## src/verilog/psceh_cfg.svh

```systemverilog
`ifndef PSCEH_CFG_SVH
`define PSCEH_CFG_SVH
`define PSCEH_OFF_CTRL 6'h00
`define PSCEH_OFF_ISTAT 6'h04
`define PSCEH_OFF_IMASK 6'h08
`define PSCEH_OFF_AER 6'h0C
`define PSCEH_OFF_DSTAT 6'h10
`define PSCEH_OFF_PM 6'h14
`define PSCEH_OFF_LCAP 6'h18
`define PSCEH_CTRL_MSG_EN 0
`define PSCEH_CTRL_EP 1
`define PSCEH_CTRL_REP 2
`define PSCEH_CTRL_FEN_LSB 8
`define PSCEH_RST_MSG_EN 1'h0
`define PSCEH_RST_EP 1'h1
`define PSCEH_RST_REP 1'h1
`define PSCEH_IRQ_PM 0
`define PSCEH_IRQ_COR 1
`define PSCEH_PM_BUSY 0
`define PSCEH_PM_VF_LSB 4
`define PSCEH_PM_TGT_LSB 8
`define PSCEH_PM_PF_LSB 16
`define PSCEH_LCAP_PORT_LSB 24
`define PSCEH_D0 2'h0
`define PSCEH_D1 2'h1
`define PSCEH_D3 2'h3
`endif

```

## src/verilog/psceh_pkg.sv

```systemverilog
`default_nettype none
package psceh_pkg;
  typedef logic [1:0] psceh_dstate_t;
  typedef enum logic {PM_IDLE, PM_WAIT_ACK} psceh_pm_st_t;
endpackage : psceh_pkg
`default_nettype wire

```

## src/verilog/psceh_core.sv

```systemverilog
// Operation
// - A power control write moving a function to D1 or D3 raises the power-change request.
// - The request stays high until the acknowledge is seen.
// - While the request is high, every pending configuration completion is withheld.
// - While the request is high, the targeted function number is driven on the target output.
// - On acknowledge, the PF or VF power state output takes the function's new state.
// - The downstream port id input appears as the port number field of Link Capabilities.
// - That pulse sets the corrected internal error bit of every enabled function.
// - That pulse also requests an error message, only while messages are enabled.
// - In endpoint mode an unmasked correctable error pulses the error output for one cycle.
// - The error output is the registered OR over the device status set terms of all functions, in endpoint mode only.
//
// The implementer's own choices: the register addresses and the Avalon-MM slave port.
`timescale 1ns/1ns
`default_nettype none
`include "psceh_cfg.svh"
module psceh_core #(
  parameter int NF = 4
) (
  // Clock and reset
  input wire logic sys_clk,
  input wire logic rst_n,
  // Avalon-MM slave
  input wire logic [5:0] avs_address,
  input wire logic avs_read,
  input wire logic avs_write,
  input wire logic [31:0] avs_writedata,
  input wire logic [3:0] avs_byteenable,
  output logic [31:0] avs_readdata,
  output logic avs_waitrequest,
  // Interrupt
  output logic irq,
  // Power management control write
  input wire logic pmw_valid,
  output logic pmw_ready,
  input wire logic [7:0] pmw_func,
  input wire logic pmw_is_vf,
  input wire psceh_pkg::psceh_dstate_t pmw_dstate,
  // Power-change handshake
  output logic pm_change_req,
  input wire logic pm_change_ack,
  output logic [7:0] pm_target_func,
  output logic [2*NF-1:0] pf_dstate_out,
  output psceh_pkg::psceh_dstate_t vf_dstate_out,
  // Completion path
  input wire logic cpl_in_valid,
  output logic cpl_in_ready,
  output logic cpl_out_valid,
  input wire logic cpl_out_ready,
  // Port number
  input wire logic [7:0] downstream_port_id_in,
  // Correctable error
  input wire logic cor_err_in,
  output logic cor_err_out,
  output logic cor_msg_req
);
  import psceh_pkg::*;

  typedef struct packed {
    logic ack;
    logic [31:0] rdata;
    logic msg_en;
    logic ep;
    logic rep;
    logic [NF-1:0] fen;
    logic [1:0] ist;
    logic [1:0] imask;
    logic [7:0] port;
    logic req_d;
  } psceh_core_state_t;

  psceh_core_state_t c_reg;
  psceh_core_state_t c_next;
  logic req;
  logic wr_acc;
  logic [31:0] wmask;
  logic [31:0] w1c;
  logic [31:0] rmux;
  logic [NF-1:0] aer_clr;
  logic [NF-1:0] dev_clr;
  logic [NF-1:0] aer_stat;
  logic [NF-1:0] dev_stat;
  logic cor_event;
  logic [1:0] ev_set;

  // Byte lanes to bit mask
  function automatic logic [31:0] lane_mask(logic [3:0] be);
    logic [31:0] m;
    m = '0;
    for (int i = 0; i < 4; i++)
    begin
      m[8*i +: 8] = {8{be[i]}};
    end
    return m;
  endfunction : lane_mask

  // Write hit on a register
  function automatic logic hit(logic [5:0] a, logic [5:0] off, logic acc);
    return acc && (a == off);
  endfunction : hit

  // Control word as read back
  function automatic logic [31:0] ctrl_word(psceh_core_state_t s);
    logic [31:0] v;
    v = '0;
    v[`PSCEH_CTRL_MSG_EN] = s.msg_en;
    v[`PSCEH_CTRL_EP] = s.ep;
    v[`PSCEH_CTRL_REP] = s.rep;
    v[`PSCEH_CTRL_FEN_LSB +: NF] = s.fen;
    return v;
  endfunction : ctrl_word

  assign req = avs_read || avs_write;
  assign avs_waitrequest = req && !c_reg.ack;
  assign wr_acc = avs_write && c_reg.ack;
  assign wmask = lane_mask(avs_byteenable);
  assign w1c = avs_writedata & wmask;
  assign avs_readdata = c_reg.rdata;
  assign irq = |(c_reg.ist & c_reg.imask);

  // Clear strobes into the error status
  assign aer_clr = hit(avs_address, `PSCEH_OFF_AER, wr_acc) ? w1c[NF-1:0] : '0;
  assign dev_clr = hit(avs_address, `PSCEH_OFF_DSTAT, wr_acc) ? w1c[NF-1:0] : '0;

  // Events for the sticky status
  always_comb
  begin
    ev_set = '0;
    ev_set[`PSCEH_IRQ_PM] = pm_change_req && !c_reg.req_d;
    ev_set[`PSCEH_IRQ_COR] = cor_event;
  end

  // Read multiplexer
  always_comb
  begin
    rmux = '0;
    unique case (avs_address)
      `PSCEH_OFF_CTRL:
      begin
        rmux = ctrl_word(c_reg);
      end
      `PSCEH_OFF_ISTAT:
      begin
        rmux[1:0] = c_reg.ist;
      end
      `PSCEH_OFF_IMASK:
      begin
        rmux[1:0] = c_reg.imask;
      end
      `PSCEH_OFF_AER:
      begin
        rmux[NF-1:0] = aer_stat;
      end
      `PSCEH_OFF_DSTAT:
      begin
        rmux[NF-1:0] = dev_stat;
      end
      `PSCEH_OFF_PM:
      begin
        rmux[`PSCEH_PM_BUSY] = pm_change_req;
        rmux[`PSCEH_PM_VF_LSB +: 2] = vf_dstate_out;
        rmux[`PSCEH_PM_TGT_LSB +: 8] = pm_target_func;
        rmux[`PSCEH_PM_PF_LSB +: 2*NF] = pf_dstate_out;
      end
      `PSCEH_OFF_LCAP:
      begin
        rmux[`PSCEH_LCAP_PORT_LSB +: 8] = c_reg.port;
      end
      default:
      begin
        rmux = '0;
      end
    endcase
  end

  // Next state
  always_comb
  begin
    logic [31:0] m;
    m = '0;
    c_next = c_reg;
    c_next.ack = req && !c_reg.ack;
    if (avs_read && !c_reg.ack)
    begin
      c_next.rdata = rmux;
    end
    c_next.port = downstream_port_id_in;
    c_next.req_d = pm_change_req;
    if (hit(avs_address, `PSCEH_OFF_CTRL, wr_acc))
    begin
      m = (ctrl_word(c_reg) & ~wmask) | w1c;
      c_next.msg_en = m[`PSCEH_CTRL_MSG_EN];
      c_next.ep = m[`PSCEH_CTRL_EP];
      c_next.rep = m[`PSCEH_CTRL_REP];
      c_next.fen = m[`PSCEH_CTRL_FEN_LSB +: NF];
    end
    if (hit(avs_address, `PSCEH_OFF_IMASK, wr_acc))
    begin
      c_next.imask = (c_reg.imask & ~wmask[1:0]) | w1c[1:0];
    end
    // New events win over a clear in the same cycle
    if (hit(avs_address, `PSCEH_OFF_ISTAT, wr_acc))
    begin
      c_next.ist = (c_reg.ist & ~w1c[1:0]) | ev_set;
    end
    else
    begin
      c_next.ist = c_reg.ist | ev_set;
    end
  end

  always_ff @(posedge sys_clk)
  begin
    if (!rst_n)
    begin
      c_reg <= '0;
      c_reg.msg_en <= `PSCEH_RST_MSG_EN;
      c_reg.ep <= `PSCEH_RST_EP;
      c_reg.rep <= `PSCEH_RST_REP;
      c_reg.fen <= '1;
    end
    else
    begin
      c_reg <= c_next;
    end
  end

  psceh_pm_handshake #(
    .NF(NF)
  ) u_pm (
    .sys_clk(sys_clk),
    .rst_n(rst_n),
    .pmw_valid(pmw_valid),
    .pmw_ready(pmw_ready),
    .pmw_func(pmw_func),
    .pmw_is_vf(pmw_is_vf),
    .pmw_dstate(pmw_dstate),
    .pm_change_req(pm_change_req),
    .pm_change_ack(pm_change_ack),
    .pm_target_func(pm_target_func),
    .pf_dstate_out(pf_dstate_out),
    .vf_dstate_out(vf_dstate_out),
    .cpl_in_valid(cpl_in_valid),
    .cpl_in_ready(cpl_in_ready),
    .cpl_out_valid(cpl_out_valid),
    .cpl_out_ready(cpl_out_ready)
  );

  psceh_cor_err #(
    .NF(NF)
  ) u_cor (
    .sys_clk(sys_clk),
    .rst_n(rst_n),
    .cor_err_in(cor_err_in),
    .func_en(c_reg.fen),
    .msg_en(c_reg.msg_en),
    .ep_mode(c_reg.ep),
    .report_en(c_reg.rep),
    .aer_clr(aer_clr),
    .dev_clr(dev_clr),
    .aer_stat(aer_stat),
    .dev_stat(dev_stat),
    .cor_err_out(cor_err_out),
    .cor_msg_req(cor_msg_req),
    .cor_event(cor_event)
  );
endmodule : psceh_core
`default_nettype wire

```

## src/verilog/psceh_pm_handshake.sv

```systemverilog
`timescale 1ns/1ns
`default_nettype none
`include "psceh_cfg.svh"
module psceh_pm_handshake #(
  parameter int NF = 4
) (
  // Clock and reset
  input wire logic sys_clk,
  input wire logic rst_n,
  // Power management control write
  input wire logic pmw_valid,
  output logic pmw_ready,
  input wire logic [7:0] pmw_func,
  input wire logic pmw_is_vf,
  input wire psceh_pkg::psceh_dstate_t pmw_dstate,
  // User handshake
  output logic pm_change_req,
  input wire logic pm_change_ack,
  output logic [7:0] pm_target_func,
  output logic [2*NF-1:0] pf_dstate_out,
  output psceh_pkg::psceh_dstate_t vf_dstate_out,
  // Completion path
  input wire logic cpl_in_valid,
  output logic cpl_in_ready,
  output logic cpl_out_valid,
  input wire logic cpl_out_ready
);
  import psceh_pkg::*;

  typedef struct packed {
    psceh_pm_st_t st;
    logic [7:0] func;
    logic is_vf;
    psceh_dstate_t dst;
    logic [2*NF-1:0] pf;
    psceh_dstate_t vf;
  } psceh_pm_state_t;

  psceh_pm_state_t pm_reg;
  psceh_pm_state_t pm_next;
  logic take;
  logic low;
  logic hold;

  function automatic psceh_pm_state_t apply_d(psceh_pm_state_t s, logic [7:0] f, logic v, psceh_dstate_t d);
    psceh_pm_state_t o;
    o = s;
    if (v)
    begin
      o.vf = d;
    end
    else
    begin
      for (int i = 0; i < NF; i++)
      begin
        if (f == 8'(i))
        begin
          o.pf[2*i +: 2] = d;
        end
      end
    end
    return o;
  endfunction : apply_d

  assign low = (pmw_dstate == `PSCEH_D1) || (pmw_dstate == `PSCEH_D3);
  assign pmw_ready = (pm_reg.st == PM_IDLE);
  assign take = pmw_valid && pmw_ready;
  // Stall from the triggering write onward
  assign hold = (pm_reg.st == PM_WAIT_ACK) || (take && low);
  assign cpl_out_valid = cpl_in_valid && !hold;
  assign cpl_in_ready = cpl_out_ready && !hold;
  assign pm_change_req = (pm_reg.st == PM_WAIT_ACK);
  assign pm_target_func = pm_reg.func;
  assign pf_dstate_out = pm_reg.pf;
  assign vf_dstate_out = pm_reg.vf;

  always_comb
  begin
    pm_next = pm_reg;
    unique case (pm_reg.st)
      PM_IDLE:
      begin
        if (take && low)
        begin
          pm_next.st = PM_WAIT_ACK;
          pm_next.func = pmw_func;
          pm_next.is_vf = pmw_is_vf;
          pm_next.dst = pmw_dstate;
        end
        else if (take)
        begin
          pm_next = apply_d(pm_reg, pmw_func, pmw_is_vf, pmw_dstate);
        end
      end
      PM_WAIT_ACK:
      begin
        // Ack tied high ends the wait after one cycle
        if (pm_change_ack)
        begin
          pm_next = apply_d(pm_reg, pm_reg.func, pm_reg.is_vf, pm_reg.dst);
          pm_next.st = PM_IDLE;
        end
      end
    endcase
  end

  always_ff @(posedge sys_clk)
  begin
    if (!rst_n)
    begin
      pm_reg <= '0;
    end
    else
    begin
      pm_reg <= pm_next;
    end
  end
endmodule : psceh_pm_handshake
`default_nettype wire

```

## src/verilog/psceh_cor_err.sv

```systemverilog
`timescale 1ns/1ns
`default_nettype none
`include "psceh_cfg.svh"
module psceh_cor_err #(
  parameter int NF = 4
) (
  // Clock and reset
  input wire logic sys_clk,
  input wire logic rst_n,
  // User error input
  input wire logic cor_err_in,
  // Controls
  input wire logic [NF-1:0] func_en,
  input wire logic msg_en,
  input wire logic ep_mode,
  input wire logic report_en,
  input wire logic [NF-1:0] aer_clr,
  input wire logic [NF-1:0] dev_clr,
  // Status and outputs
  output logic [NF-1:0] aer_stat,
  output logic [NF-1:0] dev_stat,
  output logic cor_err_out,
  output logic cor_msg_req,
  output logic cor_event
);
  import psceh_pkg::*;

  typedef struct packed {
    logic [NF-1:0] aer;
    logic [NF-1:0] dev;
    logic out;
    logic msg;
    logic evt;
  } psceh_cor_state_t;

  psceh_cor_state_t cor_reg;
  psceh_cor_state_t cor_next;
  logic [NF-1:0] aer_set;
  logic [NF-1:0] dev_set;

  // Per-function set terms
  for (genvar i = 0; i < NF; i++)
  begin : g_fn
    assign aer_set[i] = cor_err_in && func_en[i];
    assign dev_set[i] = aer_set[i] && report_en;
  end

  always_comb
  begin
    cor_next = cor_reg;
    cor_next.aer = (cor_reg.aer & ~aer_clr) | aer_set;
    cor_next.dev = (cor_reg.dev & ~dev_clr) | dev_set;
    cor_next.out = ep_mode && (|dev_set);
    cor_next.msg = cor_err_in && msg_en;
    cor_next.evt = cor_err_in;
  end

  always_ff @(posedge sys_clk)
  begin
    if (!rst_n)
    begin
      cor_reg <= '0;
    end
    else
    begin
      cor_reg <= cor_next;
    end
  end

  assign aer_stat = cor_reg.aer;
  assign dev_stat = cor_reg.dev;
  assign cor_err_out = cor_reg.out;
  assign cor_msg_req = cor_reg.msg;
  assign cor_event = cor_reg.evt;
endmodule : psceh_cor_err
`default_nettype wire

```

## config.mk

```make
export PLATFORM = sky130hd
export DESIGN_NAME = psceh_core
export DESIGN_NICKNAME = d
export VERILOG_FILES = /design/src/verilog/psceh_pkg.sv /design/src/verilog/psceh_core.sv /design/src/verilog/psceh_pm_handshake.sv /design/src/verilog/psceh_cor_err.sv
export VERILOG_INCLUDE_DIRS = /design/src /design/src/verilog
export SDC_FILE = /design/constraint.sdc
export NUM_CORES = 1
export LEC_CHECK = 0
export BUFFER_PORTS_ARGS = -buffer_cell sky130_fd_sc_hd__buf_2
export CORE_MARGIN = 2
export CORE_UTILIZATION = 46
export CTS_BUF_LIST = sky130_fd_sc_hd__clkbuf_4 sky130_fd_sc_hd__clkbuf_8 sky130_fd_sc_hd__clkbuf_16
export DETAILED_ROUTE_END_ITERATION = 7
export PLACE_DENSITY = 0.76
export RECOVER_POWER = 25
export SLEW_MARGIN = 20
export SYNTH_ARGS = -nofsm -noshare
export SYNTH_HDL_FRONTEND = slang
export SYNTH_HIERARCHICAL = 1
export SYNTH_SLANG_ARGS = --single-unit
export TNS_END_PERCENT = 5
```

## constraint.sdc

```tcl
create_clock -name sys_clk -period 1.4 [get_ports sys_clk]
set_clock_uncertainty 0.1 [all_clocks]
set_input_delay 0.07 -clock sys_clk [delete_from_list [all_inputs] [get_ports sys_clk]]
set_output_delay 0.07 -clock sys_clk [all_outputs]
set_load 0.03 [all_outputs]
```

=== After elaboration in Yosys (flattened, before gate mapping) ===
Cells that the tools add are included.
Widths: inputs -> output; s select.

* Bits in registers: 84
* Bits in latches: 0
* RAM bits: 0
* Bits in read-only memories: 0
* Bits of input ports: 70
* Output and inout port bits: 58
* Logic and storage cells: 139
* Memories kept: 0

* Add/sub/neg operators: 0
* Multiply operators: 0
* Divide/modulo/power cells: 0
* Magnitude comparators: 0
* Equality and inequality tests: 30
* Shift operators: 0
* Muxes and demuxes: 26
* Bitwise logic cells: 19
* Reductions and logical operators: 40

{| class="wikitable"
|+ Operator list
! operator !! number
|-
| $pmux 22 s2 || 1
|-
| $eq 8x2->1 const B || 4
|-
| $ne 2x2->1 const B || 16
|-
| $pmux 16 s2 || 1
|-
| $reduce_and 7->1 || 4
|-
| $and 12x12->12 || 2
|-
| $mux 2 || 12
|-
| $mux 8 || 3
|-
| $logic_and 1x1->1 || 23
|-
| $mux 22 || 1
|-
| $mux 10 || 2
|-
| $eq 6x5->1 const B || 3
|-
| $eq 8x1->1 const B || 2
|-
| $logic_not 8->1 || 2
|-
| $eq 6x4->1 const B || 2
|-
| $mux 12 || 1
|-
| $not 12->12 || 1
|-
| $or 12x12->12 || 1
|-
| $and 4x4->4 || 2
|-
| $mux 4 || 2
|-
| $not 4->4 || 2
|-
| $or 4x4->4 || 2
|-
| $and 2x2->2 || 3
|-
| $eq 6x3->1 const B || 1
|-
| 15 further kinds || 22
|}

=== Logic depth before layout (Yosys ltp) ===
Gate-level depths: netlist of run 1.

* Depth in word-level cells: 6
* Mapped depth: 7
* Mapped depth without buffers: 6

=== Hierarchy ===
The synthesis of run 1 kept the hierarchy.

{| class="wikitable"
|+ By module, submodules not included
! module !! instances !! cells an instance !! area an instance (µm²) !! seq. area each (µm²)
|-
| psceh_core || 1 || 278 || 2478.6 || 1021.0
|-
| psceh_pm_handshake || 1 || 134 || 1177.4 || 440.4
|-
| psceh_cor_err || 1 || 37 || 379.1 || 220.2
|}

=== Worst setup path after synthesis of run 1 ===
Ideal clock, no wire load.

* Path kind: flip-flop to output port
* Start point: reg u_pm.pm_reg (netlist bit u_pm/pm_change_req)
* End point: out cpl_in_ready
* Arrival: 1578 ps
* Data required time: 1230 ps
* Slack: -348 ps
* Cell stages (with the launch flop): 5
* Buffers on the path: 1
* Cells stage by stage: dfxtp_1 > inv_2 > nand3_1 > clkbuf_1 > and3_1

* Cells in the longest elaborated chain, start to end: 6

{| class="wikitable"
|+ Ends and longest elaborated chain
! what !! RTL line !! RTL
|-
| start: declaration || psceh_pm_handshake.sv:39 || <nowiki>psceh_pm_state_t pm_reg;</nowiki>
|-
| start signal: assignment || psceh_pm_handshake.sv:115 || <nowiki>pm_reg <= pm_next;</nowiki>
|-
| $not 1->1 (no line) || -- ||
|-
| via pmw_ready || psceh_core.sv:35 || <nowiki>output logic pmw_ready,</nowiki>
|-
| $logic_and 1x1->1 || psceh_pm_handshake.sv:67 || <nowiki>assign take = pmw_valid && pmw_ready;</nowiki>
|-
| $logic_and 1x1->1 || psceh_pm_handshake.sv:69 || <nowiki>assign hold = (pm_reg.st == PM_WAIT_ACK) || (take && low);</nowiki>
|-
| $logic_or 1x1->1 || psceh_pm_handshake.sv:69 ||
|-
| $logic_not 1->1 || psceh_pm_handshake.sv:71 || <nowiki>assign cpl_in_ready = cpl_out_ready && !hold;</nowiki>
|-
| $logic_and 1x1->1 || psceh_pm_handshake.sv:71 ||
|-
| end: declaration || psceh_core.sv:47 || <nowiki>output logic cpl_in_ready,</nowiki>
|}

The timed path passes the listed nets, and every way through them passes these cells.

=== Worst setup path in the final report of run 1 ===
* Start point: reg u_pm.pm_reg (netlist bit u_pm/pm_target_func[6])
* End point: reg u_pm.pm_reg (netlist bit u_pm/pf_dstate_out[6])

* Cells in the longest elaborated chain, start to end: 3

{| class="wikitable"
|+ Ends and longest elaborated chain
! what !! RTL line !! RTL
|-
| $eq 8x2->1 || psceh_pm_handshake.sv:56 || <nowiki>if (f == 8'(i))</nowiki>
|-
| $ne 2x2->1 (no line) || -- ||
|-
| $reduce_and 7->1 (no line) || -- ||
|}

No other way between the ends.
A chain may end at the register's enable or synchronous reset.

==> results.sh, run 1 <==
export IMPL_gp_congestion=0.9124
export IMPL_dr_pass1_iters=4
export IMPL_wl_per_cell_um=14.65
export IMPL_vias=3450
export IMPL_whs_ns=0.02334
export IMPL_start_util=0.4696
export IMPL_path_cells="nor4_4 > and4b_1 > a32oi_2 > mux2i_1"
export IMPL_cts_htree_levels=3
export IMPL_clk_path_buf_depth=2
export IMPL_synth_top_area_frac=0.4167
export IMPL_violations="setup timing"
export IMPL_synth_flop_cell="dfxtp_1"
export IMPL_slowest_stage="nor4_4"
export IMPL_hold_violations=0
export IMPL_synthTopCellsByCount="dfxtp_1 (84), nand2_1 (62), buf_4 (53)"
export IMPL_drive_above_1_share=0.3175
export IMPL_layout_nets=632
export IMPL_rrSetupSlack_ns=-0.12
export IMPL_synth_area_mm2=0.004035
export IMPL_slowest_delay_ns=0.35
export IMPL_crit_path_end_kind="register"
export IMPL_cellPowerDensity_mw_per_mm2=951.4
export IMPL_post_cts_buffers=0
export IMPL_worstSetupPathType="reg2reg"
export IMPL_crit_end="u_pm/pf_dstate_out[6]$_SDFFE_PN0P_"
export IMPL_antenna_left=0
export IMPL_port_buffers=99
export IMPL_ctsRootBufferMaster="clkbuf_8"
export IMPL_r2r_end="u_pm/pf_dstate_out[6]$_SDFFE_PN0P_"
export IMPL_synth_edf_count=0
export IMPL_setup_viol=18
export IMPL_cts_tree="yes"
export IMPL_outcome="complete, but fails checks"
export IMPL_post_drt_via_cell_ratio=5.111
export IMPL_worstHoldPathType="in2reg"
export IMPL_coreArea_mm2=0.008593
export IMPL_drtIter0Drc=138
export IMPL_rows=34
export IMPL_yosys_top_cells_area="dfxtp_1 (42%), buf_4 (9.9%), nand2_1 (5.8%), nand3_1 (4.3%), mux2i_1 (4.2%)"
export IMPL_grt_pass1_vias=3342
export IMPL_post_route_util=0.5914
export IMPL_syn_instance_count=449
export IMPL_yosysTopAreaCell="dfxtp_1"
export IMPL_slew_viol_final=0
export IMPL_io_pins=128
export IMPL_async_reset_ff_frac=0
export IMPL_yosys_cell_count_top_type="dfxtp_1"
export IMPL_syn_to_final_growth_pct=25.95
export IMPL_worst_slack_ns=-0.1199
export IMPL_cts_buffers=9
export IMPL_grt_max_degree=41
export IMPL_cap_violations=0
export IMPL_start_kind="register"
export IMPL_yosys_warnings=6
export IMPL_peakVddDrop_mv=0.4602
export IMPL_grt_overflow_total=0
export IMPL_drc_errors=0
export IMPL_clock_sinks=84
export IMPL_synth_avg_cell_area_um2=8.987
export IMPL_wl_um=9889
export IMPL_r2r_cells=4
export IMPL_critical_path_arrival_ns=1.65
export IMPL_final_min_clock_period_ns=1.520
export IMPL_fp_dieW_um=97.66
export IMPL_die_h_um=97.66
export IMPL_clk_latency_ns=0.35
export IMPL_finalPower_w=0.004835
export IMPL_grt_first_pass_wirelength_um=16320
export IMPL_cts_clk_slew_worst_paths_ns=0.08
export IMPL_cp_required_ns=1.53
export IMPL_finalCritPeriodShare=1.086
export IMPL_fmax_ghz=0.6580
export IMPL_synth_distinct_cells=59
export IMPL_leakage_nw=2.144
export IMPL_r2r_start="u_pm/pm_target_func[6]$_SDFFE_PN0P_"
export IMPL_dp_hpwl_um=7307
export IMPL_cp_startpoint="u_pm/pm_target_func[6]$_SDFFE_PN0P_"
export IMPL_synth_seq_area_share=0.4167
export IMPL_antenna_cells=0
export IMPL_rsz0062_at_grt="true"
export IMPL_antenna_found_initial=0
export IMPL_ys_ff_latch=84
export IMPL_pre_cts_ws_ns=-0.2535
export IMPL_track_usage=0.2098
export IMPL_die_area_mm2=0.009537
export IMPL_cp_max_fo=3
-- cells in the final DEF (no fill, tap or decap), types with 4 or more instances in the layout --
master,count
nor2_1,17
dfxtp_1,82
clkbuf_8,9
dlygate4sd3_1,28
a21oi_1,5
mux2i_1,17
and2_1,12
buf_2,76
buf_6,4
a221oi_1,4
nor2b_1,15
a21boi_2,10
a21boi_1,11
buf_4,44
clkinvlp_4,4
nor3_1,4
a22oi_1,8
inv_1,8
nand2_1,62
nand3_1,32
o21ai_0,13
and3_1,6
clkbuf_1,20
nand2b_1,5
a21boi_0,7
-- final cells by class --
type	instances	area [um^2]
multi-input combinational	283	1869
sequential	84	1687
clock buffer	10	131.4
tap	108	135.1
inverter	9	41.29
clock inverter	6	47.55
timing repair buffer	175	1171
fill	773	3511
-- worst max-delay path: cells and delay by family, from the launching register on --
family | cells | cell delay, ns
simple gates | 2 | 0.64
flops | 1 | 0.34
compound gates | 1 | 0.16
mux | 1 | 0.15
-- cells by family after synthesis --
group                  Yosys count  synth area share
AO/OA/AOI/OAI                   78            0.1516
buffers and inverters           83            0.1386
flip-flops                      84            0.4167
multiplexers                    18           0.04496
other                            1         0.0009293
AND/OR/NAND/NOR                185            0.2471
-- metal layers --
metal,track usage,wire [um]
met5,0,0
met4,0.07158,154
met3,0.02734,439
met2,0.3554,4814
met1,0.2758,4480
-- worst min path at each step --
stage,startpoint,endpoint,slack (ns),cells after the start
floorplan,cor_err_in,u_cor/cor_event$_SDFF_PN0_,0.09,1
global placement,downstream_port_id_in[3],c_reg[4]$_SDFF_PN0_,0.18,2
detailed placement,downstream_port_id_in[2],c_reg[3]$_SDFF_PN0_,0.18,2
CTS,avs_byteenable[0],u_cor/dev_stat[3]$_SDFF_PN0_,0.006,4
global route,avs_byteenable[0],u_cor/dev_stat[3]$_SDFF_PN0_,0.03,4
finish,avs_byteenable[0],u_cor/dev_stat[3]$_SDFF_PN0_,0.02,4
-- report_power, final --
part	total (W)	internal, W	switching (W)
clock	0.00158	0.000676	0.000899
combinational	0.000741	0.000339	0.000402
sequential	0.00252	0.00246	0.0000538
total	0.00484	0.00348	0.00136
-- per-stage QoR --
step	instance area, um^2	instances	TNS [ns]
CTS	5077	675	-0.7655
floorplan	4053	450	-0.6968
finish	5082	675	-1.061
detailed placement	4557	631	-7.990
global route	5082	675	-2.857
global placement	4557	631	-6.335
-- what timing repair did --
action	CTS	global route
setup endpoints to repair	17	31
gates resized for setup	17	12
pin swaps	10	1
hold buffers	28	0
hold endpoints to repair	35	0
Note: power is estimated with default switching activity, not from simulation.
==> run 2: changes to the inputs <==
--- a/config.mk
+++ b/config.mk
@@ -7,11 +7,10 @@
 export NUM_CORES = 1
 export LEC_CHECK = 0
 export BUFFER_PORTS_ARGS = -buffer_cell sky130_fd_sc_hd__buf_2
-export CORE_MARGIN = 2
-export CORE_UTILIZATION = 46
-export CTS_BUF_LIST = sky130_fd_sc_hd__clkbuf_4 sky130_fd_sc_hd__clkbuf_8 sky130_fd_sc_hd__clkbuf_16
+export CORE_UTILIZATION = 48
+export CTS_BUF_LIST = sky130_fd_sc_hd__clkbuf_8
 export DETAILED_ROUTE_END_ITERATION = 7
-export PLACE_DENSITY = 0.76
+export PLACE_DENSITY = 0.79
 export RECOVER_POWER = 25
 export SLEW_MARGIN = 20
 export SYNTH_ARGS = -nofsm -noshare
==> run 2 against run 1 <==
The flow still finishes with violations (setup timing). Power rose by 7.1%. Utilization rose by 3.2 points. First-iteration DRC count rose by 42%. Routed wire length rose by 0.42%. Sequential share of layout area barely moved. Non-clock buffer count fell by 2. Setup slack improved by 0.014 ns. Cell area rose by 0.25%. Combinational power fell by 3%. Register-to-register slack barely moved. Sequential power barely moved.
==> results.sh, run 2 (synthesis results as in run 1) <==
export IMPL_drive_above_1_share=0.3009
export IMPL_grt_met1_usage=0.2898
export IMPL_die_h_um=93.69
export IMPL_fmax_ghz=0.6639
export IMPL_violations="setup timing"
export IMPL_vias=3562
export IMPL_cts_buffers=9
export IMPL_peakVddDrop_mv=0.4981
export IMPL_layout_common_cells="dfxtp_1 (81), buf_2 (70), nand2_1 (62)"
export IMPL_outcome="complete, but fails checks"
export IMPL_start_util=0.4936
export IMPL_cap_violations=0
export IMPL_rrSetupSlack_ns=-0.11
export IMPL_antenna_left=0
export IMPL_clk_latency_ns=0.35
export IMPL_final_common_cell="dfxtp_1"
export IMPL_grt_busiest_layer="met2"
export IMPL_syn_to_final_growth_pct=26.26
export IMPL_cts_tree="yes"
export IMPL_grt_overflow_total=0
export IMPL_finalPower_w=0.005177
export IMPL_grt_pass1_vias=3342
export IMPL_use_met2=0.3948
export IMPL_die_area_mm2=0.008777
export IMPL_cts_htree_levels=3
export IMPL_worst_slack_ns=-0.1063
export IMPL_fin_setup_tns_ns=-0.5698
export IMPL_io_pins=128
export IMPL_drc_errors=0
export IMPL_crit_end="u_pm/pf_dstate_out[5]$_SDFFE_PN0P_"
export IMPL_track_usage=0.2308
export IMPL_holdCritStartpoint="avs_byteenable[0]"
export IMPL_ctsRootBufferMaster="clkbuf_8"
export IMPL_grt_use_met3=0.03317
export IMPL_grt_max_degree=42
export IMPL_final_min_clock_period_ns=1.506
export IMPL_coreArea_mm2=0.008175
export IMPL_critical_path_arrival_ns=1.68
export IMPL_grt_first_pass_wirelength_um=15920
export IMPL_antenna_found_initial=0
export IMPL_r2r_end="u_pm/pf_dstate_out[5]$_SDFFE_PN0P_"
export IMPL_hold_violations=0
export IMPL_cellPowerDensity_mw_per_mm2=1016
export IMPL_setup_viol=11
export IMPL_cp_required_ns=1.58
export IMPL_leakage_nw=2.130
export IMPL_rows=33
export IMPL_cp_startpoint="u_pm/pm_target_func[7]$_SDFFE_PN0P_"
export IMPL_worstSetupPathType="reg2reg"
export IMPL_layout_nets=630
export IMPL_clock_sinks=84
export IMPL_wl_per_cell_um=14.82
export IMPL_worstHoldPathType="in2reg"
export IMPL_fp_dieW_um=93.69
export IMPL_cts_clk_slew_worst_paths_ns=0.08
export IMPL_gp_congestion=0.9325
export IMPL_start_kind="register"
export IMPL_port_buffers=99
export IMPL_antenna_cells=0
export IMPL_dp_hpwl_um=7001
export IMPL_clk_path_buf_depth=2
export IMPL_nFillCells=703
export IMPL_rsz0062_at_grt="true"
export IMPL_post_cts_buffers=0
export IMPL_drtIter0Drc=196
export IMPL_post_drt_via_cell_ratio=5.316
export IMPL_slew_viol_final=0
export IMPL_wl_um=9931
export IMPL_finalCritPeriodShare=1.076
export IMPL_r2r_start="u_pm/pm_target_func[7]$_SDFFE_PN0P_"
export IMPL_cp_max_fo=3
export IMPL_dr_pass1_iters=5
export IMPL_r2r_cells=4
export IMPL_crit_path_end_kind="register"
-- run 2: changes by cell type in the layout (fill, tap and decap cells not counted), moves of 2 or more --
| cell | change |
|---|---|
| buf_2 | -6 |
| buf_4 | -5 |
| bufinv_16 | +2 |
| clkbuf_1 | +6 |
| clkbuf_2 | +2 |
| clkinvlp_4 | -3 |
-- run 2: how the worst min path moves through the flow --
stage                                         endpoint  slack [ns]  depth (start not counted)
after detailed placement           c_reg[6]$_SDFF_PN0_        0.18                          2
final                     u_cor/dev_stat[3]$_SDFF_PN0_        0.06                          4
after global placement             c_reg[3]$_SDFF_PN0_        0.18                          2
after CTS                         c_reg[52]$_SDFF_PN0_        0.01                          4
after floorplan             u_cor/cor_event$_SDFF_PN0_        0.09                          1
after global routing              c_reg[52]$_SDFF_PN0_        0.07                          4
-- run 2: timing repair --
| item | 4_1_cts | 5_1_grt |
|---|---|---|
| endpoints found under the hold margin | 37 | 0 |
| setup endpoints to repair | 17 | 32 |
| hold buffers | 29 | 0 |
| pin swaps | 6 | 1 |
| resized for setup | 15 | 11 |
-- run 2: area by class of cell --
class                           instances  area (um^2)  area share
Multi-Input combinational cell        283         1863      0.3657
Sequential cell                        84         1690      0.3318
Timing Repair Buffer                  173         1137      0.2232
Clock buffer                           10        137.6     0.02701
Tap cell                              105        131.4     0.02579
Clock inverter                          6        93.84     0.01842
Inverter                                9        41.29    0.008104
-- run 2: report_power, final --
part | total (W) | leakage [nW] | internal [W] | switching [W]
Sequential | 0.00252 | 0.688 | 0.00246 | 0.0000546
Combinational | 0.000722 | 1.33 | 0.000322 | 0.000400
Clock | 0.00194 | 0.113 | 0.00107 | 0.000868
Total | 0.00518 | 2.13 | 0.00385 | 0.00132
-- run 2: through the flow --
stage | area [um^2] | instances | setup WS (ns) | util | hold slack, ns
floorplan | 4053 | 450 | -0.04808 | - | 0.09171
global placement | 4516 | 625 | -0.1990 | 0.5523 | 0.1766
detailed placement | 4516 | 625 | -0.2166 | 0.5523 | 0.1809
CTS | 5087 | 670 | -0.1088 | 0.6223 | 0.01091
global route | 5095 | 670 | -0.1970 | 0.6232 | 0.06554
finish | 5095 | 670 | -0.1063 | 0.6232 | 0.06112
-- run 2: critical path: stages (launching register included) --
cell and delay, ns:
dfxtp_2 0.34, nor4_4 0.32, nand3_1 0.18, a211oi_4 0.29, mux2i_1 0.21
-- run 2: metal layers --
layer,vias up,share of wire
met5,-,0
met4,0,0.021
met3,21,0.052
met2,134,0.49
met1,1694,0.43
li1,1713,-
